File: config.mk
export PLATFORM = sky130hd
export DESIGN_NAME = astbrg_top
export DESIGN_NICKNAME = d
export VERILOG_FILES = /design/src/core/astbrg_pkg.sv /design/src/core/astbrg_fifo.sv /design/src/core/astbrg_top.sv
export SDC_FILE = /design/constraint.sdc
export NUM_CORES = 1
export LEC_CHECK = 0
export BUFFER_PORTS_ARGS = -buffer_cell sky130_fd_sc_hd__buf_2
export CAP_MARGIN = 20
export CORE_MARGIN = 2
export CORE_UTILIZATION = 47
export DETAILED_ROUTE_END_ITERATION = 10
export PLACE_DENSITY = 0.68
export SLEW_MARGIN = 10
export SYNTH_ARGS = -nofsm -noshare
export SYNTH_HDL_FRONTEND = slang
export SYNTH_SLANG_ARGS = --single-unit
File: constraint.sdc
create_clock -name CLK_SYS -period 5.15 [get_ports CLK_SYS]
set_clock_uncertainty 0.15 [all_clocks]
set_input_delay 0.515 -clock CLK_SYS [delete_from_list [all_inputs] [get_ports CLK_SYS]]
set_output_delay 0.515 -clock CLK_SYS [all_outputs]
set_load 0.01 [all_outputs]
File: src/core/astbrg_pkg.sv
// Purpose: constants and types shared by the serial transceiver files
// Assumes: AXI4-Lite register access, 32-bit data, one aligned word per register
// Notes: Operation list below, one line per behaviour
//
// Operation
// - free-running 16-bit baud timer sets bit pace
// - standard speed: clock over 16 times divisor+1
// - high speed: clock over 4 times divisor+1
// - divisor write clears the baud timer
// - transmit enable raises transmit request
// - idle write reaches shifter through the queue a cycle later
// - enabling with queued character starts at once
// - nine-bit data written only with both low byte lanes
// - transmit request follows selected mode
// - four-entry transmit queue before shifter
// - four-entry receive queue with error flags
// - even, odd or no parity for bytes
// - one or two stop bits each frame
// - address detect keeps only ninth-bit-one characters
// - flag parity, framing and overrun errors
// - parity/data field: 11,10,01,00 encodings
// - stop select one means two stops
// - transmit request mode field encodings
// - disabling transmit aborts and resets queue
package astbrg_pkg;

  // ---------------------------------------------------------------
  // register map
  // ---------------------------------------------------------------
  localparam logic [7:0] OFS_MODE = 8'h00;
  localparam logic [7:0] OFS_STATUS = 8'h04;
  localparam logic [7:0] OFS_TXDATA = 8'h08;
  localparam logic [7:0] OFS_RXDATA = 8'h0c;
  localparam logic [7:0] OFS_DIVISOR = 8'h10;

  localparam int MODE_STOP = 0;
  localparam int MODE_PDS_LO = 1;
  localparam int MODE_HS = 3;

  localparam int STA_RXDA = 0;
  localparam int STA_OERR = 1;
  localparam int STA_FERR = 2;
  localparam int STA_PERR = 3;
  localparam int STA_RIDLE = 4;
  localparam int STA_ADDEN = 5;
  localparam int STA_TRMT = 8;
  localparam int STA_TXBF = 9;
  localparam int STA_TXEN = 10;
  localparam int STA_IRQM_LO = 13;
  localparam int STA_IRQM_HI = 15;

  localparam logic [15:0] DIVISOR_RST = 16'h0000;
  localparam logic [3:0] MODE_RST = 4'h0;
  localparam logic [1:0] RESP_OKAY = 2'b00;
  localparam logic [1:0] RESP_SLVERR = 2'b10;

  // ---------------------------------------------------------------
  // timing
  // ---------------------------------------------------------------
  localparam logic [4:0] OSR_STD = 5'h10;
  localparam logic [4:0] OSR_HS = 5'h04;
  localparam int FIFO_DEPTH = 4;

  // ---------------------------------------------------------------
  // types
  // ---------------------------------------------------------------
  typedef enum logic [1:0] {
    PDS_8N = 2'b00,
    PDS_8E = 2'b01,
    PDS_8O = 2'b10,
    PDS_9N = 2'b11
  } astbrg_pds_t;

  typedef enum logic [1:0] {
    TXI_EACH = 2'b00,
    TXI_DONE = 2'b01,
    TXI_EMPTY = 2'b10,
    TXI_RSVD = 2'b11
  } astbrg_irqm_t;

  typedef enum logic [2:0] {
    S_IDLE = 3'b000,
    S_START = 3'b001,
    S_DATA = 3'b010,
    S_PAR = 3'b011,
    S_STOP = 3'b100
  } astbrg_state_t;

  typedef struct packed {
    logic high_speed_select;
    astbrg_pds_t parity_data_select;
    logic stop_count_select;
  } astbrg_mode_t;

  typedef struct packed {
    logic perr;
    logic ferr;
    logic [8:0] data;
  } astbrg_rx_entry_t;

endpackage : astbrg_pkg

File: src/core/astbrg_fifo.sv
// Purpose: small first-in first-out queue with show-ahead output
// Assumes: push ignored when full, pop ignored when empty
// Notes: clear empties the queue in one cycle
`timescale 1ns/10ps
module astbrg_fifo #(
  parameter int W = 9
) (
  input wire logic clk,
  input wire logic rst,
  input wire logic clr,
  input wire logic push,
  input wire logic [W-1:0] din,
  input wire logic pop,
  output logic [W-1:0] dout,
  output logic full,
  output logic empty,
  output logic [2:0] count
);
  logic [W-1:0] mem [astbrg_pkg::FIFO_DEPTH];
  logic [1:0] wp;
  logic [1:0] rp;
  logic do_push;
  logic do_pop;

  assign full = (count == 3'(astbrg_pkg::FIFO_DEPTH));
  assign empty = (count == 3'h0);
  assign do_push = push && !full;
  assign do_pop = pop && !empty;
  assign dout = mem[rp];

  always_ff @(posedge clk) begin
    if (do_push) begin
      mem[wp] <= din;
    end
  end

  always_ff @(posedge clk or posedge rst) begin
    if (rst) begin
      wp <= 2'h0;
      rp <= 2'h0;
      count <= 3'h0;
    end else if (clr) begin
      wp <= 2'h0;
      rp <= 2'h0;
      count <= 3'h0;
    end else begin
      if (do_push) begin
        wp <= wp + 2'h1;
      end
      if (do_pop) begin
        rp <= rp + 2'h1;
      end
      count <= count + 3'(do_push) - 3'(do_pop);
    end
  end
endmodule : astbrg_fifo

File: src/core/astbrg_top.sv
// Purpose: full-duplex asynchronous serial transceiver with baud generator
// Assumes: AXI4-Lite slave, single clock, serial input asynchronous
// Notes: transmit request is a one-cycle pulse for an outside controller
`timescale 1ns/10ps
module astbrg_top (
  input wire logic CLK_SYS,
  input wire logic RST,
  input wire logic [7:0] S_AXI_AWADDR,
  input wire logic S_AXI_AWVALID,
  output logic S_AXI_AWREADY,
  input wire logic [31:0] S_AXI_WDATA,
  input wire logic [3:0] S_AXI_WSTRB,
  input wire logic S_AXI_WVALID,
  output logic S_AXI_WREADY,
  output logic [1:0] S_AXI_BRESP,
  output logic S_AXI_BVALID,
  input wire logic S_AXI_BREADY,
  input wire logic [7:0] S_AXI_ARADDR,
  input wire logic S_AXI_ARVALID,
  output logic S_AXI_ARREADY,
  output logic [31:0] S_AXI_RDATA,
  output logic [1:0] S_AXI_RRESP,
  output logic S_AXI_RVALID,
  input wire logic S_AXI_RREADY,
  input wire logic SERIAL_IN_PIN,
  output logic SERIAL_OUT_PIN,
  output logic SERIAL_OUT_OE,
  output logic TX_IRQ_REQ
);

  // ---------------------------------------------------------------
  // helpers
  // ---------------------------------------------------------------
  function automatic logic [4:0] osr_of(input logic hs);
    return hs ? astbrg_pkg::OSR_HS : astbrg_pkg::OSR_STD;
  endfunction : osr_of

  function automatic logic par_of(input logic [7:0] d, input astbrg_pkg::astbrg_pds_t p);
    return (p == astbrg_pkg::PDS_8O) ? ~^d : ^d;
  endfunction : par_of

  // ---------------------------------------------------------------
  // registers and bus state
  // ---------------------------------------------------------------
  astbrg_pkg::astbrg_mode_t mode;
  astbrg_pkg::astbrg_irqm_t transmit_irq_mode;
  logic transmit_enable_bit;
  logic txen_q;
  logic adden;
  logic oerr;
  logic [15:0] baud_divisor;
  logic [15:0] baud_cnt;
  logic tick;
  logic [4:0] osr;
  logic nine;
  logic has_par;

  logic aw_pend;
  logic w_pend;
  logic [7:0] aw_addr;
  logic [31:0] w_data;
  logic [3:0] w_strb;
  logic wr_go;
  logic rd_go;
  logic wr_ok;
  logic rd_ok;
  logic [31:0] rd_val;

  assign osr = osr_of(mode.high_speed_select);
  assign nine = (mode.parity_data_select == astbrg_pkg::PDS_9N);
  assign has_par = (mode.parity_data_select == astbrg_pkg::PDS_8E) ||
                   (mode.parity_data_select == astbrg_pkg::PDS_8O);

  // ---------------------------------------------------------------
  // axi4-lite slave
  // ---------------------------------------------------------------
  assign S_AXI_AWREADY = !aw_pend && !S_AXI_BVALID;
  assign S_AXI_WREADY = !w_pend && !S_AXI_BVALID;
  assign S_AXI_ARREADY = !S_AXI_RVALID;
  assign wr_go = aw_pend && w_pend && !S_AXI_BVALID;
  assign rd_go = S_AXI_ARVALID && S_AXI_ARREADY;
  assign wr_ok = (aw_addr[1:0] == 2'h0) && (aw_addr <= astbrg_pkg::OFS_DIVISOR);
  assign rd_ok = (S_AXI_ARADDR[1:0] == 2'h0) && (S_AXI_ARADDR <= astbrg_pkg::OFS_DIVISOR);

  always_ff @(posedge CLK_SYS or posedge RST) begin
    if (RST) begin
      aw_pend <= 1'b0;
      w_pend <= 1'b0;
      aw_addr <= 8'h00;
      w_data <= 32'h0000_0000;
      w_strb <= 4'h0;
      S_AXI_BVALID <= 1'b0;
      S_AXI_BRESP <= astbrg_pkg::RESP_OKAY;
    end else begin
      if (S_AXI_AWVALID && S_AXI_AWREADY) begin
        aw_pend <= 1'b1;
        aw_addr <= S_AXI_AWADDR;
      end
      if (S_AXI_WVALID && S_AXI_WREADY) begin
        w_pend <= 1'b1;
        w_data <= S_AXI_WDATA;
        w_strb <= S_AXI_WSTRB;
      end
      if (wr_go) begin
        aw_pend <= 1'b0;
        w_pend <= 1'b0;
        S_AXI_BVALID <= 1'b1;
        S_AXI_BRESP <= wr_ok ? astbrg_pkg::RESP_OKAY : astbrg_pkg::RESP_SLVERR;
      end else if (S_AXI_BREADY) begin
        S_AXI_BVALID <= 1'b0;
      end
    end
  end

  always_ff @(posedge CLK_SYS or posedge RST) begin
    if (RST) begin
      S_AXI_RVALID <= 1'b0;
      S_AXI_RDATA <= 32'h0000_0000;
      S_AXI_RRESP <= astbrg_pkg::RESP_OKAY;
    end else if (rd_go) begin
      S_AXI_RVALID <= 1'b1;
      S_AXI_RDATA <= rd_ok ? rd_val : 32'h0000_0000;
      S_AXI_RRESP <= rd_ok ? astbrg_pkg::RESP_OKAY : astbrg_pkg::RESP_SLVERR;
    end else if (S_AXI_RREADY) begin
      S_AXI_RVALID <= 1'b0;
    end
  end

  // ---------------------------------------------------------------
  // control registers
  // ---------------------------------------------------------------
  logic wr_mode;
  logic wr_status;
  logic wr_div;
  logic rx_ovf;
  assign wr_mode = wr_go && (aw_addr == astbrg_pkg::OFS_MODE) && w_strb[0];
  assign wr_status = wr_go && (aw_addr == astbrg_pkg::OFS_STATUS);
  assign wr_div = wr_go && (aw_addr == astbrg_pkg::OFS_DIVISOR);

  always_ff @(posedge CLK_SYS or posedge RST) begin
    if (RST) begin
      mode <= astbrg_pkg::MODE_RST;
      transmit_irq_mode <= astbrg_pkg::TXI_EACH;
      transmit_enable_bit <= 1'b0;
      adden <= 1'b0;
      baud_divisor <= astbrg_pkg::DIVISOR_RST;
    end else begin
      if (wr_mode) begin
        mode <= w_data[astbrg_pkg::MODE_HS:astbrg_pkg::MODE_STOP];
      end
      if (wr_status && w_strb[1]) begin
        transmit_irq_mode <= astbrg_pkg::astbrg_irqm_t'({w_data[astbrg_pkg::STA_IRQM_HI],
                                                         w_data[astbrg_pkg::STA_IRQM_LO]});
        transmit_enable_bit <= w_data[astbrg_pkg::STA_TXEN];
      end
      if (wr_status && w_strb[0]) begin
        adden <= w_data[astbrg_pkg::STA_ADDEN];
      end
      if (wr_div) begin
        if (w_strb[0]) baud_divisor[7:0] <= w_data[7:0];
        if (w_strb[1]) baud_divisor[15:8] <= w_data[15:8];
      end
    end
  end

  // overrun is sticky; a new overrun beats a software clear
  always_ff @(posedge CLK_SYS or posedge RST) begin
    if (RST) begin
      oerr <= 1'b0;
    end else if (rx_ovf) begin
      oerr <= 1'b1;
    end else if (wr_status && w_strb[0] && !w_data[astbrg_pkg::STA_OERR]) begin
      oerr <= 1'b0;
    end
  end

  // ---------------------------------------------------------------
  // baud timer
  // ---------------------------------------------------------------
  // cleared on divisor write and on enable so the first bit is full length
  always_ff @(posedge CLK_SYS or posedge RST) begin
    if (RST) begin
      baud_cnt <= 16'h0000;
      txen_q <= 1'b0;
    end else begin
      txen_q <= transmit_enable_bit;
      if (wr_div || (transmit_enable_bit && !txen_q)) begin
        baud_cnt <= 16'h0000;
      end else if (tick) begin
        baud_cnt <= 16'h0000;
      end else begin
        baud_cnt <= baud_cnt + 16'h0001;
      end
    end
  end
  assign tick = (baud_cnt == baud_divisor);

  // ---------------------------------------------------------------
  // transmit path
  // ---------------------------------------------------------------
  astbrg_pkg::astbrg_state_t tx_state;
  logic [8:0] transmit_shift_register;
  logic [8:0] tx_dout;
  logic [4:0] tx_phase;
  logic [3:0] tx_bit;
  logic tx_stop2;
  logic tx_par;
  logic tx_push;
  logic tx_pop;
  logic tx_full;
  logic tx_empty;
  logic [2:0] tx_count;
  logic tx_done;
  logic tx_last;
  logic next_serial_out;

  // nine-bit data needs both low byte lanes in one write
  assign tx_push = wr_go && (aw_addr == astbrg_pkg::OFS_TXDATA) &&
                   (nine ? (w_strb[1:0] == 2'h3) : w_strb[0]);
  assign tx_pop = transmit_enable_bit && (tx_state == astbrg_pkg::S_IDLE) && !tx_empty;
  assign tx_last = tick && (tx_phase == osr - 5'h01);
  assign tx_done = tx_last && (tx_state == astbrg_pkg::S_STOP) &&
                   (!mode.stop_count_select || tx_stop2);

  astbrg_fifo #(
    .W(9)
  ) u_tx_fifo (
    .clk(CLK_SYS),
    .rst(RST),
    .clr(txen_q && !transmit_enable_bit),
    .push(tx_push),
    .din(nine ? w_data[8:0] : {1'b0, w_data[7:0]}),
    .pop(tx_pop),
    .dout(tx_dout),
    .full(tx_full),
    .empty(tx_empty),
    .count(tx_count)
  );

  always_ff @(posedge CLK_SYS or posedge RST) begin
    if (RST) begin
      tx_state <= astbrg_pkg::S_IDLE;
      transmit_shift_register <= 9'h000;
      tx_phase <= 5'h00;
      tx_bit <= 4'h0;
      tx_stop2 <= 1'b0;
      tx_par <= 1'b0;
    end else if (!transmit_enable_bit) begin
      tx_state <= astbrg_pkg::S_IDLE;
    end else if (tx_pop) begin
      transmit_shift_register <= tx_dout;
      tx_par <= par_of(tx_dout[7:0], mode.parity_data_select);
      tx_state <= astbrg_pkg::S_START;
      tx_phase <= 5'h00;
      tx_bit <= 4'h0;
      tx_stop2 <= 1'b0;
    end else if (tick && tx_state != astbrg_pkg::S_IDLE) begin
      tx_phase <= tx_last ? 5'h00 : tx_phase + 5'h01;
      if (tx_last) begin
        case (tx_state)
          astbrg_pkg::S_START: tx_state <= astbrg_pkg::S_DATA;
          astbrg_pkg::S_DATA: begin
            transmit_shift_register <= transmit_shift_register >> 1;
            tx_bit <= tx_bit + 4'h1;
            if (tx_bit == (nine ? 4'h8 : 4'h7)) begin
              tx_state <= has_par ? astbrg_pkg::S_PAR : astbrg_pkg::S_STOP;
            end
          end
          astbrg_pkg::S_PAR: tx_state <= astbrg_pkg::S_STOP;
          astbrg_pkg::S_STOP: begin
            tx_stop2 <= 1'b1;
            if (tx_done) tx_state <= astbrg_pkg::S_IDLE;
          end
          default: tx_state <= astbrg_pkg::S_IDLE;
        endcase
      end
    end
  end

  always_comb begin
    case (tx_state)
      astbrg_pkg::S_START: next_serial_out = 1'b0;
      astbrg_pkg::S_DATA: next_serial_out = transmit_shift_register[0];
      astbrg_pkg::S_PAR: next_serial_out = tx_par;
      default: next_serial_out = 1'b1;
    endcase
  end

  always_ff @(posedge CLK_SYS or posedge RST) begin
    if (RST) begin
      SERIAL_OUT_PIN <= 1'b1;
      SERIAL_OUT_OE <= 1'b0;
    end else begin
      SERIAL_OUT_PIN <= next_serial_out;
      SERIAL_OUT_OE <= transmit_enable_bit;
    end
  end

  // transmit request pulse
  always_ff @(posedge CLK_SYS or posedge RST) begin
    if (RST) begin
      TX_IRQ_REQ <= 1'b0;
    end else begin
      case (transmit_irq_mode)
        astbrg_pkg::TXI_EACH: TX_IRQ_REQ <= tx_pop;
        astbrg_pkg::TXI_DONE: TX_IRQ_REQ <= tx_done && tx_empty;
        astbrg_pkg::TXI_EMPTY: TX_IRQ_REQ <= tx_pop && (tx_count == 3'h1);
        default: TX_IRQ_REQ <= 1'b0;
      endcase
      if (transmit_enable_bit && !txen_q) TX_IRQ_REQ <= 1'b1;
    end
  end

  // ---------------------------------------------------------------
  // receive path
  // ---------------------------------------------------------------
  astbrg_pkg::astbrg_state_t rx_state;
  astbrg_pkg::astbrg_rx_entry_t rx_dout;
  astbrg_pkg::astbrg_rx_entry_t rx_word;
  logic [2:0] rx_sync;
  logic rx_line;
  logic [4:0] rx_phase;
  logic [3:0] rx_bit;
  logic [8:0] rx_shift;
  logic rx_perr;
  logic rx_ferr;
  logic rx_stop2;
  logic rx_last;
  logic rx_end;
  logic rx_keep;
  logic rx_full;
  logic rx_empty;
  logic rx_pop;

  // line level moves only when the two later stages agree
  always_ff @(posedge CLK_SYS or posedge RST) begin
    if (RST) begin
      rx_sync <= 3'b111;
      rx_line <= 1'b1;
    end else begin
      rx_sync <= {rx_sync[1:0], SERIAL_IN_PIN};
      if (rx_sync[1] == rx_sync[2]) rx_line <= rx_sync[2];
    end
  end

  assign rx_last = tick && (rx_phase == osr - 5'h01);
  assign rx_end = rx_last && (rx_state == astbrg_pkg::S_STOP) &&
                  (!mode.stop_count_select || rx_stop2);
  assign rx_keep = !(nine && adden && !rx_shift[8]);
  assign rx_ovf = rx_end && rx_keep && rx_full;
  assign rx_word = '{perr: rx_perr, ferr: rx_ferr || !rx_line, data: rx_shift};
  assign rx_pop = rd_go && (S_AXI_ARADDR == astbrg_pkg::OFS_RXDATA);

  astbrg_fifo #(
    .W(11)
  ) u_rx_fifo (
    .clk(CLK_SYS),
    .rst(RST),
    .clr(1'b0),
    .push(rx_end && rx_keep),
    .din(rx_word),
    .pop(rx_pop),
    .dout(rx_dout),
    .full(rx_full),
    .empty(rx_empty),
    .count()
  );

  always_ff @(posedge CLK_SYS or posedge RST) begin
    if (RST) begin
      rx_state <= astbrg_pkg::S_IDLE;
      rx_phase <= 5'h00;
      rx_bit <= 4'h0;
      rx_shift <= 9'h000;
      rx_perr <= 1'b0;
      rx_ferr <= 1'b0;
      rx_stop2 <= 1'b0;
    end else if (rx_state == astbrg_pkg::S_IDLE) begin
      if (!rx_line) begin
        rx_state <= astbrg_pkg::S_START;
        rx_phase <= 5'h00;
      end
    end else if (tick) begin
      rx_phase <= rx_last ? 5'h00 : rx_phase + 5'h01;
      case (rx_state)
        astbrg_pkg::S_START: begin
          // half a bit in: a high line means a glitch, not a start
          if (rx_phase == (osr >> 1) - 5'h01) begin
            rx_phase <= 5'h00;
            rx_bit <= 4'h0;
            rx_perr <= 1'b0;
            rx_ferr <= 1'b0;
            rx_stop2 <= 1'b0;
            rx_state <= rx_line ? astbrg_pkg::S_IDLE : astbrg_pkg::S_DATA;
          end
        end
        astbrg_pkg::S_DATA: if (rx_last) begin
          rx_shift <= nine ? {rx_line, rx_shift[8:1]} : {1'b0, rx_line, rx_shift[7:1]};
          rx_bit <= rx_bit + 4'h1;
          if (rx_bit == (nine ? 4'h8 : 4'h7)) begin
            rx_state <= has_par ? astbrg_pkg::S_PAR : astbrg_pkg::S_STOP;
          end
        end
        astbrg_pkg::S_PAR: if (rx_last) begin
          rx_perr <= (rx_line != par_of(rx_shift[7:0], mode.parity_data_select));
          rx_state <= astbrg_pkg::S_STOP;
        end
        astbrg_pkg::S_STOP: if (rx_last) begin
          rx_stop2 <= 1'b1;
          if (!rx_line) rx_ferr <= 1'b1;
          if (rx_end) rx_state <= astbrg_pkg::S_IDLE;
        end
        default: rx_state <= astbrg_pkg::S_IDLE;
      endcase
    end
  end

  // ---------------------------------------------------------------
  // read mux
  // ---------------------------------------------------------------
  always_comb begin
    rd_val = 32'h0000_0000;
    case (S_AXI_ARADDR)
      astbrg_pkg::OFS_MODE: rd_val[astbrg_pkg::MODE_HS:astbrg_pkg::MODE_STOP] = mode;
      astbrg_pkg::OFS_STATUS: begin
        rd_val[astbrg_pkg::STA_IRQM_HI] = transmit_irq_mode[1];
        rd_val[astbrg_pkg::STA_IRQM_LO] = transmit_irq_mode[0];
        rd_val[astbrg_pkg::STA_TXEN] = transmit_enable_bit;
        rd_val[astbrg_pkg::STA_TXBF] = tx_full;
        rd_val[astbrg_pkg::STA_TRMT] = tx_empty && (tx_state == astbrg_pkg::S_IDLE);
        rd_val[astbrg_pkg::STA_ADDEN] = adden;
        rd_val[astbrg_pkg::STA_RIDLE] = (rx_state == astbrg_pkg::S_IDLE);
        rd_val[astbrg_pkg::STA_PERR] = !rx_empty && rx_dout.perr;
        rd_val[astbrg_pkg::STA_FERR] = !rx_empty && rx_dout.ferr;
        rd_val[astbrg_pkg::STA_OERR] = oerr;
        rd_val[astbrg_pkg::STA_RXDA] = !rx_empty;
      end
      astbrg_pkg::OFS_RXDATA: rd_val[8:0] = rx_empty ? 9'h000 : rx_dout.data;
      astbrg_pkg::OFS_DIVISOR: rd_val[15:0] = baud_divisor;
      default: rd_val = 32'h0000_0000;
    endcase
  end

endmodule : astbrg_top

**After elaboration in Yosys (flattened, before gate mapping)**

Memory sizes are Yosys's and may differ from the RTL's.
Index checks and enable logic that the tools add are counted.

- Add/sub/neg operators: 15
- Reduce and logical (&&, ||, !) cells: 106
- $lt $le $gt $ge: 2
- Equality and inequality tests: 47
- Bitwise logic cells: 1
- Multiplexer cells: 95

Operators with widths:

| kind | number |
|---|---|
| $mux W9 | 7 |
| $mux W3 | 17 |
| $mux W5 | 10 |
| $mux W16 | 3 |
| $logic_and A1 B1 Y1 | 43 |
| $reduce_bool A2 Y1 | 15 |
| $mux W1 | 28 |
| $mux W4 | 7 |
| $pmux W3 S4 | 2 |
| $add A16 B1 Y16 const B | 1 |
| $eq A16 B16 Y1 | 1 |
| $eq A8 B3 Y1 const B | 2 |
| $eq A8 B4 Y1 const B | 2 |
| $eq A8 B5 Y1 const B | 2 |
| $le A8 B5 Y1 const B | 2 |
| $logic_not A8 Y1 | 2 |
| $mux W2 | 8 |
| $pmux W4 S4 | 1 |
| $reduce_and A4 Y1 | 4 |
| $reduce_xnor A8 Y1 | 2 |
| $reduce_xor A8 Y1 | 2 |
| $eq A5 B5 Y1 | 3 |
| $logic_not A1 Y1 | 15 |
| $reduce_and A5 Y1 | 3 |
| 33 further kinds | 84 |

- Memories: 2
- Logic and storage cells: 312
- RAM bits: 80
- Flip-flop bits (word level): 175
- Output and inout port bits: 44
- Input bits: 60

Memory list:

| memory | depth | width | rd ports | clocked after memory_dff | wr ports | line | RTL |
|---|---|---|---|---|---|---|---|
| u_rx_fifo.mem | 4 | 11 | 1 | 0 | 1 | astbrg_fifo.sv:19 | `logic [W-1:0] mem [astbrg_pkg::FIFO_DEPTH];` |
| u_tx_fifo.mem | 4 | 9 | 1 | 0 | 1 | astbrg_fifo.sv:19 |  |

**Depth between registers and ports, before layout**

Gate-level depths: netlist of run 1.

- Word-level depth: 12
- Gate-level depth with buffers: 13
- Gate-level depth less buffers: 12

**Modules after synthesis**

A second synthesis of run 1 with hierarchy kept.

- Cell total of the unflattened synthesis: 869
- Area, all modules: 11068.1 um^2

By module, submodules not included:

| module | seq. area each (um^2) | cells each | area each (um^2) | instances |
|---|---|---|---|---|
| astbrg_top | 3584.7 | 671 | 7183.1 | 1 |
| astbrg_fifo (u_rx_fifo) | 1496.4 | 104 | 2090.8 | 1 |
| astbrg_fifo (u_tx_fifo) | 1256.2 | 94 | 1794.2 | 1 |

**Least setup slack after synthesis of run 1**

Ideal clock, no wire load.

- Path type: input to register
- Start point: in S_AXI_ARADDR[5]
- End point: reg u_rx_fifo.count[2]
- Library setup time: 125 ps
- Path buffers: 0
- Setup slack: 2095 ps
- Required time: 4875 ps
- Arrival time: 2780 ps
- Stages on the path: 11
- Cell sequence: nor3_1 > nand4_1 > or2_2 > nor3_2 > ha_1 > inv_1 > ha_1 > inv_1 > fa_1 > xnor2_1 > xnor2_1

- Longest elaborated chain between the ends: 4

RTL lines:

| element | line | RTL |
|---|---|---|
| from (decl) | astbrg_top.sv:18 | `input wire logic [7:0] S_AXI_ARADDR,` |
| $eq A8 B4 Y1 | astbrg_top.sv:352 | `assign rx_pop = rd_go && (S_AXI_ARADDR == astbrg_pkg::OFS_RXDATA);` |
| $logic_and A1 B1 Y1 | astbrg_top.sv:352 |  |
| $logic_and A1 B1 Y1 | astbrg_fifo.sv:28 | `assign do_pop = pop && !empty;` |
| via u_rx_fifo.do_pop | astbrg_fifo.sv:23 | `logic do_pop;` |
| $sub A3 B1 Y3 | astbrg_fifo.sv:53 | `count <= count + 3'(do_push) - 3'(do_pop);` |
| to (signal assigned) | astbrg_fifo.sv:53 |  |
| to (decl) | astbrg_fifo.sv:17 | `output logic [2:0] count` |

The timed path passes the listed nets, and every way through them passes these cells.
A chain may end at the register's enable or synchronous reset.

**Final worst setup path of run 1**

- Start point: reg u_tx_fifo.count[1]
- End point: reg u_tx_fifo.count[2]

- Longest elaborated chain between the ends: 6
- Elaborated cells between the ends (all ways): 10
- Those cells by class: add/sub: 2; eq/ne: 1; mux: 1; reduce/logical: 6

RTL lines:

| element | line | RTL |
|---|---|---|
| from (decl) | astbrg_fifo.sv:17 |  |
| from (signal assigned) | astbrg_fifo.sv:53 |  |
| $eq A3 B3 Y1 / $logic_not A3 Y1 (equally long branches) | astbrg_fifo.sv:25, astbrg_fifo.sv:26 |  |
| $logic_not A1 Y1, on equally long branches | astbrg_fifo.sv:27, astbrg_fifo.sv:28, astbrg_top.sv:220 |  |
| $logic_and A1 B1 Y1, on equally long branches | astbrg_fifo.sv:27, astbrg_top.sv:220 |  |
| $add A3 B1 Y3 / $logic_and A1 B1 Y1 (equally long branches) | astbrg_fifo.sv:53, astbrg_fifo.sv:28 |  |
| $sub A3 B1 Y3 (*) | astbrg_fifo.sv:53 |  |
| $mux W3 (*) | astbrg_fifo.sv:42 | `end else if (clr) begin` |

Every way passes the cells marked *; elsewhere a longest branch is shown, timed or not.

==> results.md, run 1 <==
* Outcome: finished clean
* Crit path DAT at 3.78 ns
* Slew Viols, Final at 0
* Post-cts sizing count at 0
* Vias in the first global route at 6603
* Layout cells sized above 1 at 23.8%
* Max-slew headroom at 36.7%
* DP HPWL at 15500 um
* Leading cell type in the layout, fill and taps excluded: dfrtp_1
* Crit path max-delay cell type: nor3_1
* Fin crit period at 3.53 ns
* Grt ovf at 0
* DRT iter0 DRCs at 398
* Vias per cell at 5.48
* CP Capture Type: register
* Total power at 5.46 mW
* Max rail drop VDD at 0.323 mV
* Post-CTS Repair Setup Buffers at 0
* Reg2Reg Setup Slack at 1.62 ns
* Root Buffer: clkbuf_16
* Synthesized area per cell at 12.8 sq um
* Antenna diodes at 0
* CP required at 5.40 ns
* TritonCTS buffer count at 26
* Commonest non-fill, non-tap cells in the layout: dfrtp_1, edfxtp_1, nand2_1
* Layout area overhead at 13.7%
* Largest net degree at the start of global routing at 67
* Die Wd at 156 um
* Ys Warns at 0
* Detailed Route WL at 21900 um
* Clock Sinks at 237
* Worst path max stage delay at 0.65 ns
* Worst-path fanout max at 15
* Fin crit share at 68.6%
* First-pass GRT wire length at 35300 um
* Critical R2R Capture: u_tx_fifo.count[2]
* I/O pin count at 104
* Worst Hold End: w_data[7]
* Worst r2r src: u_tx_fifo.count[1]
* Syn Inst Count at 845
* Hold Crit Start: S_AXI_WDATA[7]
* Worst setup path category: reg2reg
* Worst min path class: in2reg
* Vias at 6735
* Setup TNS at 0 ns
* Pre-antenna DRT Iters at 4
* Detail Route Antenna Nets at 0
* Synthesized flop and latch total at 237
* Total number of placement rows at 55
* Core Area at 22600 sq um
* DRC viols at 0
* CP startpoint kind: register
* Worst-path clk slew at 0.06 ns
* Initial antenna violation count at 0
* GRT Overall Usage at 18.5%
* Final setup violation count at 0
* Worst Hold Slack at 0.0632 ns
* Register area share after synthesis at 58.4%
* Clock buffer depth at 3
* EDFF count, synth at 80
* Netlist cell types at 73
* Port bufs at 67
* Die area at 24300 sq um
* Chip height at 156 um
* Max Cap Viol at 0
* Hold buffers post-CTS at 4
* Final Hold Viols at 0
* Asr flop ratio synth at 66.2%
* Max H-tree Level at 1
* LEAKAGE at 5.39 nW
* WL per Instance at 17.8 um
* Critical path, cell by cell: nor3_1 -> nor2_1 -> nand2_1 -> inv_2 -> ha_1 -> inv_1 -> ha_1 -> inv_1 -> fa_1 -> xor2_1 -> xnor2_1 -> nor2_1
* Hold-critical path depth at 2
* Max Clk Rate at 0.283 GHz
* Initial Util at 47.9%
* Net count, final at 1005
* RD Place Congestion at 0.793
* Measured slew at the worst slew-check pin at 0.947 ns
* Clk Latency, worst-skew pair at 0.53 ns
* CTS tree: yes
* Dominant synthesized flop cell: dfrtp_1
* Mapped cell area at 10900 sq um
* Filler Cell Count at 1859
* Worst R2R Path Depth at 12
* RSZ-0062 raised after global routing: false
* Pwr dens at 443 nW/um^2
worst max path at each step:
| stage | end | slack [ns] | from |
|---|---|---|---|
| global placement | u_tx_fifo.count[2] | 1.64 | u_tx_fifo.count[1] |
| detailed placement | u_rx_fifo.count[2] | 1.63 | S_AXI_ARADDR[4] |
| finish | u_tx_fifo.count[2] | 1.62 | u_tx_fifo.count[1] |
| floorplan | SERIAL_OUT_OE | 0.26 | RST |
| global route | u_tx_fifo.count[2] | 1.42 | u_tx_fifo.count[1] |
| CTS | u_tx_fifo.count[2] | 1.63 | u_tx_fifo.count[1] |
routing by layer:
metal,global-route usage (%),vias to the layer above,routed length [um]
met5,0,-,0
met4,3.80,0,323
met3,2.94,26,1360
met2,28.9,197,9980
met1,27.6,3351,10200
li1,-,3161,-
Yosys cell counts, drive strengths merged (3+ instances only):
library cell	instances	area share, %
dfrtp	152	35
edfxtp	80	22
nand2	74	2.6
mux2	67	7.0
nor2	49	1.7
inv	38	1.3
xnor2	35	2.8
o21ai	28	1.3
buf	27	1.6
xor2	27	2.2
mux4	20	4.2
ha	19	2.2
nand3	17	0.78
clkbuf	16	0.55
a21oi	15	0.80
nor3	15	0.78
a22o	13	1.0
and2	12	0.69
mux2i	11	1.0
or3	9	0.56
nand2b	8	0.46
nand4	8	0.46
nor2b	8	0.46
and3	7	0.40
o22ai	7	0.40
a22oi	6	0.42
a31oi	6	0.35
nor4	6	0.52
o31ai	6	0.46
dfstp	5	1.2
or3b	5	0.40
nor3b	4	0.32
a21o	3	0.21
a31o	3	0.24
nand3b	3	0.21
nor4b	3	0.38
or2	3	0.17
power by group:
part	switching [mW]	internal [mW]	leakage (nW)
clock network	0.739	1.14	0.441
registers	0.323	2.20	2.86
logic	0.559	0.501	2.09
logic make-up after synthesis:
logic type                 Yosys count  share of synthesized area [%]
AOI/OAI and AO/OA                  107                           6.90
xor gates and xnor gates            62                           5.00
adders and majority gates           22                           2.65
buffers and inverters               81                           3.51
DFF                                237                           58.4
muxes                               98                           12.1
other                                1                         0.0346
and+or+nand+nor                    237                           11.4
final cells by class:
type / count / area (sq um) / share of cell area [%]
clock buffers: 31 / 679 / 5.51
clock inverters: 17 / 199 / 1.61
inverters: 38 / 148 / 1.20
multi-input cells: 544 / 4200 / 34.0
flip-flops and latches: 237 / 6340 / 51.4
well taps: 285 / 357 / 2.89
repair buffers: 77 / 420 / 3.41
sequential cells by signal, summed over array words and instances (netlist names), 5 cells and up:
register and count:
u_rx_fifo.mem 44, u_tx_fifo.mem 36, S_AXI_RDATA 16, baud_cnt 16, baud_divisor 16, w_data 16, rx_shift 9, transmit_shift_register 9
aw_addr 8, rx_phase 5, tx_phase 5
worst max-delay path, delay by kind of cell, from the launching register on:
family,cells,cell delay [ns]
adder cells (fa/ha/maj),3,0.83
AND/OR/NAND/NOR,4,1.32
buffers and inverters,3,0.36
flip-flops,1,0.44
XOR/XNOR,2,0.29
stage by stage:
stage | instances | area (sq um) | util [%] | setup WS, ns
floorplan | 862 | 10900 | - | 0.258
global placement | 1177 | 11400 | 50.4 | 1.64
detailed placement | 1177 | 11400 | 50.4 | 1.63
CTS | 1229 | 12300 | 54.5 | 1.63
global route | 1229 | 12300 | 54.5 | 1.42
finish | 1229 | 12300 | 54.5 | 1.62
No activity file was read; power rests on OpenSTA's default activity.
==> run 2, diff against run 1 <==
- PLACE_DENSITY: 0.68 -> 0.66
- clock period: 5.15 -> 3.6 ns (I/O delays scaled with it)
==> results.md, run 2 (synthesis gave the netlist of run 1 again) <==
* Max Clk Rate at 0.329 GHz
* Largest net degree at the start of global routing at 67
* Core Area at 22600 sq um
* Net count, final at 1047
* Fin crit share at 84.4%
* Combinational share of power at 20.9%
* Worst r2r src: S_AXI_RVALID
* Outcome: finished clean
* Final setup violation count at 0
* CP endpoint: u_rx_fifo.count[2]
* Measured slew at the worst slew-check pin at 0.951 ns
* Setup TNS at 0 ns
* Switching component of the power at 2.30 mW
* Worst min path class: in2reg
* Pwr dens at 611 nW/um^2
* Total number of placement rows at 55
* # placed instances at 1193
* Crit path launch: S_AXI_RVALID
* Commonest non-fill, non-tap cells in the layout: dfrtp_1, edfxtp_1, nand2_1
* CP required at 3.89 ns
* Top reg by flops: u_rx_fifo.mem
* Slew Viols, Final at 0
* Die area at 24300 sq um
* Worst R2R Path Depth at 11
* Root Buffer: clkbuf_16
* Max Cap Viol at 0
* Vias in the first global route at 6936
* Total power at 7.77 mW
* Worst-path clk slew at 0.06 ns
* Pre-antenna DRT Iters at 5
* WL per Instance at 17.8 um
* Detailed Route WL at 22600 um
* Vias per cell at 5.44
* Clock network power share at 33.0%
* Chip height at 156 um
* Clock buffer depth at 3
* CTS tree: yes
* Vias at 6911
* Antenna diodes at 0
* DP HPWL at 16000 um
* GRT Overall Usage at 19.4%
* TritonCTS buffer count at 26
* Initial Util at 47.9%
* Port bufs at 67
* LEAKAGE at 5.56 nW
* Leading cell type in the layout, fill and taps excluded: dfrtp_1
* Die Wd at 156 um
* Sw Share at 29.6%
* RD Place Congestion at 0.814
* Max H-tree Level at 1
* Detail Route Antenna Nets at 0
* First-pass GRT wire length at 37000 um
* Max-slew headroom at 36.3%
* Top Registers: u_rx_fifo.mem x44, u_tx_fifo.mem x36
* Clk Latency, worst-skew pair at 0.52 ns
* Grt ovf at 0
* Clock Sinks at 237
* DRT iter0 DRCs at 434
* Initial antenna violation count at 0
* Worst setup path category: reg2reg
* Max reg flops at 44
* RSZ-0062 raised after global routing: false
* Internal power at 5.47 mW
* Final Hold Viols at 0
* Reg2Reg Setup Slack at 0.56 ns
* CP startpoint kind: register
* Max rail drop VDD at 0.457 mV
* Crit path DAT at 3.33 ns
* Worst-path fanout max at 5
* Fin crit period at 3.04 ns
* I/O pin count at 104
* CP Capture Type: register
* Cell Count, Final, Fillers Out at 1271
* Post-CTS Repair Setup Buffers at 0
* Critical R2R Capture: u_rx_fifo.count[2]
* DRC viols at 0
* Layout area overhead at 17.1%
* Seq pwr share at 46.2%
* Layout cells sized above 1 at 24.0%
[run 2: cell count changes in the layout (fill, tap and decap cells not counted), sizes merged]
| cell | before | now |
|---|---|---|
| buf | 73 | 89 |
| bufinv | 4 | 0 |
| clkbuf | 31 | 41 |
| clkinv | 12 | 7 |
| clkinvlp | 0 | 1 |
| dlygate4sd3 | 4 | 30 |
| inv | 39 | 37 |
[run 2: final cells by class]
type / count / area, sq um
Fill cell: 1850 / 9930
Inverter: 38 / 146
Tap cell: 285 / 357
Sequential cell: 237 / 6340
Clock buffer: 41 / 818
Timing Repair Buffer: 119 / 826
Clock inverter: 7 / 30.0
Multi-Input combinational cell: 544 / 4200
[run 2: how the worst min path moves through the flow]
stage | cells after the start | endpoint | startpoint
final | 3 | S_AXI_RRESP[1] | S_AXI_ARADDR[0]
after global routing | 3 | S_AXI_RRESP[1] | S_AXI_ARADDR[3]
after CTS | 3 | w_pend | S_AXI_WVALID
after detailed placement | 0 | rx_sync[1] | rx_sync[0]
after global placement | 0 | rx_sync[1] | rx_sync[0]
after floorplan | 0 | rx_sync[1] | rx_sync[0]
[run 2: worst max-delay path, stage by stage, from the launching register on]
cell      delay [ns]
dfrtp_1         0.38
nand2b_1        0.26
nor3_1          0.37
nand2_1         0.20
nor3_2          0.37
ha_1            0.30
inv_1           0.06
ha_1            0.14
inv_1           0.05
fa_1            0.38
xnor2_1         0.19
xnor2_1         0.13
[run 2: metrics by stage]
step	worst slack [ns]	instance area [sq um]	util (%)	hold WS, ns
finish	0.560	12700	56.1	0.0907
global route	0.301	12700	56.1	0.0907
CTS	0.554	12700	56.1	0.0628
detailed placement	0.505	11600	51.1	0.204
global placement	0.571	11600	51.1	0.197
floorplan	0.657	10900	-	0.195
[run 2: power by group through the flow]
stage	clock, mW	sequential, mW	combinational (mW)
3_3_place_gp	0	3.62	1.56
5_1_grt	2.73	3.65	1.79
3_5_place_dp	0	3.64	1.59
4_1_cts	2.62	3.59	1.62
2_1_floorplan	0	3.43	1.29
6_report	2.56	3.59	1.62
[run 2: repair_timing]
| item | CTS | global route |
|---|---|---|
| hold buffers | 30 | 0 |
| hold endpoints to repair | 56 | 0 |
| resized for setup | 0 | 0 |
| endpoints found under the setup margin | 0 | 0 |
[run 2: layer usage]
layer	wire length, um	global-route usage, %
met4	445	4.85
met2	10400	30.7
met1	10700	28.4
met3	1140	2.83
met5	0	0
==> run 3, diff against run 2 <==
- PLACE_DENSITY: 0.66 -> 0.68
- clock period: 3.6 -> 2.6 ns (I/O delays scaled with it)
==> results.md, run 3 (synthesis gave the netlist of run 1 again) <==
* Outcome: complete, but fails checks
* Failing checks: setup timing
* Filler Cell Count at 1765
* First-pass GRT wire length at 37200 um
* Worst Hold End: S_AXI_RRESP[1]
* Clock network power share at 29.1%
* Critical path, cell by cell: xor2_1 -> nor4_2 -> buf_4 -> and4_4 -> nand2_4 -> nor3b_4 -> ha_2 -> inv_1 -> fa_2 -> xnor2_2 -> xnor2_1
* WL per Instance at 17.5 um
* Die area at 24300 sq um
* Vias in the first global route at 7086
* Cell Count, Final, Fillers Out at 1344
* Vias per cell at 5.30
* Max reg flops at 44
* Detail Route Antenna Nets at 0
* Clock Sinks at 237
* RD Place Congestion at 0.848
* Vias at 7129
* Reg2Reg Setup Slack at -0.06 ns
* Fin crit share at 102%
* Pre-CTS setup slack at -0.161 ns
* Crit path max-delay cell type: dfrtp_1
* RSZ-0062 raised after global routing: true
* Net count, final at 1122
* Die Wd at 156 um
* Worst setup margin at -0.0634 ns
* Clock buffer depth at 3
* Root Buffer: clkbuf_16
* DRC viols at 0
* Chip height at 156 um
* Top reg by flops: u_rx_fifo.mem
* Grt ovf at 0
* Max-slew headroom at 56.7%
* Largest net degree at the start of global routing at 60
* Initial antenna violation count at 0
* Buffer and inverter count on the worst path at 2
* Register area at 6340 sq um
* Layout area overhead at 23.3%
* Max rail drop VDD at 0.573 mV
* CP startpoint kind: register
* Worst-path clk slew at 0.06 ns
* Worst min path class: in2reg
* LEAKAGE at 5.93 nW
* Clk Latency, worst-skew pair at 0.52 ns
* Pwr dens at 823 nW/um^2
* Sw Share at 30.1%
* Max H-tree Level at 1
* Delay-heaviest family, CP: simple AND/OR/NAND/NOR gates
* GRT Overall Usage at 19.5%
* Initial Util at 47.9%
* Commonest non-fill, non-tap cells in the layout: dfrtp_1, buf_4, edfxtp_1
* CTS tree: yes
* Worst setup path category: reg2reg
* Combinational share of power at 26.9%
* Critical R2R Capture: u_rx_fifo.count[2]
* I/O pin count at 104
* Hold-critical path depth at 4
* DP HPWL at 16500 um
* Layout cells sized above 1 at 30.9%
* Max Cap Viol at 0
* Worst path max stage delay at 0.41 ns
* Final Hold Viols at 0
* Hold Crit Start: S_AXI_ARADDR[6]
* Core Area at 22600 sq um
* Final setup violation count at 1
* Slew Viols, Final at 0
* Max Clk Rate at 0.375 GHz
* DRT iter0 DRCs at 500
* Detailed Route WL at 23500 um
* Fin crit period at 2.66 ns
* Internal power at 7.70 mW
* CP required at 2.85 ns
* Worst R2R Path Depth at 11
* Seq pwr share at 43.9%
* Port bufs at 67
* Measured slew at the worst slew-check pin at 0.648 ns
* Switching component of the power at 3.31 mW
* Top Registers: u_rx_fifo.mem x44, u_tx_fifo.mem x36
* Antenna diodes at 0
* Total number of placement rows at 55
* Crit path DAT at 2.91 ns
* TritonCTS buffer count at 25
* Multi-input gate area at 4320 sq um
* Leading cell type in the layout, fill and taps excluded: dfrtp_1
* Worst-path fanout max at 4
* Worst r2r src: baud_cnt[11]
* # placed instances at 1255
* CP Capture Type: register
* Pre-antenna DRT Iters at 5
==> run 3: cell types whose count changed in the layout (fill, tap and decap cells not counted), moves of 3 or more <==
cell / previous run / this run
buf_12: 2 / 7
buf_4: 20 / 88
clkbuf_1: 5 / 8
clkbuf_8: 9 / 2
ha_1: 19 / 15
nor3_1: 13 / 9
nor3_2: 2 / 5
==> run 3: worst min-delay path: stages <==
cell     delay [ns]
buf_2          0.08
nor3_2         0.04
buf_4          0.14
a32oi_1        0.18
==> run 3: per-stage QoR <==
stage	hold WS (ns)	total power [mW]	setup TNS [ns]	instance area [sq um]	utilization, %
3_5_place_dp	0.197	7.58	-0.246	12200	53.8
3_3_place_gp	0.197	7.51	-0.0543	12200	53.8
6_report	0.0862	11.0	-0.0634	13400	59.1
4_1_cts	0.0687	10.9	-0.122	13200	58.5
5_1_grt	0.103	11.6	-0.385	13400	59.1
2_1_floorplan	0.114	6.61	-0.129	11000	-
==> run 3: worst max path at each step <==
stage	end	startpoint	cells past startpoint	slack, ns
detailed placement	u_rx_fifo.count[2]	baud_divisor[9]	10	-0.16
finish	u_rx_fifo.count[2]	baud_cnt[11]	11	-0.06
global placement	u_rx_fifo.count[2]	baud_divisor[9]	10	-0.05
global route	u_rx_fifo.count[2]	baud_cnt[11]	11	-0.15
floorplan	u_tx_fifo.count[2]	tx_state[1]	13	-0.07
CTS	u_rx_fifo.count[2]	baud_cnt[11]	10	-0.12
==> run 3: power groups by stage <==
stage               clock [mW]  sequential [mW]  combinational, mW
finish                    3.21             4.84               2.97
global route              3.44             4.90               3.23
CTS                       3.26             4.84               2.76
detailed placement           0             4.91               2.68
global placement             0             4.89               2.62
floorplan                    0             4.75               1.85
==> run 3: layout make-up <==
class | instances | share of cell area [%]
Clock buffer | 35 | 5.11
Multi-Input combinational cell | 544 | 32.3
Tap cell | 285 | 2.67
Inverter | 38 | 1.11
Timing Repair Buffer | 195 | 11.1
Clock inverter | 10 | 0.365
Sequential cell | 237 | 47.4
==> run 3: timing repair <==
action | CTS | global route
resized for setup | 3 | 7
pin swaps | 1 | 10
setup buffers | 1 | 10
endpoints found under the hold margin | 50 | 0
hold buffers | 32 | 0
gates cloned | 0 | 1
endpoints found under the setup margin | 4 | 64
==> run 3: per-layer routing <==
metal	up-vias	global-route usage (%)	part of all wire, %
met2	169	32.3	49
li1	3403	-	-
met1	3528	27.6	45
met5	-	0	0
met4	0	4.46	1.7
met3	29	2.75	4.5
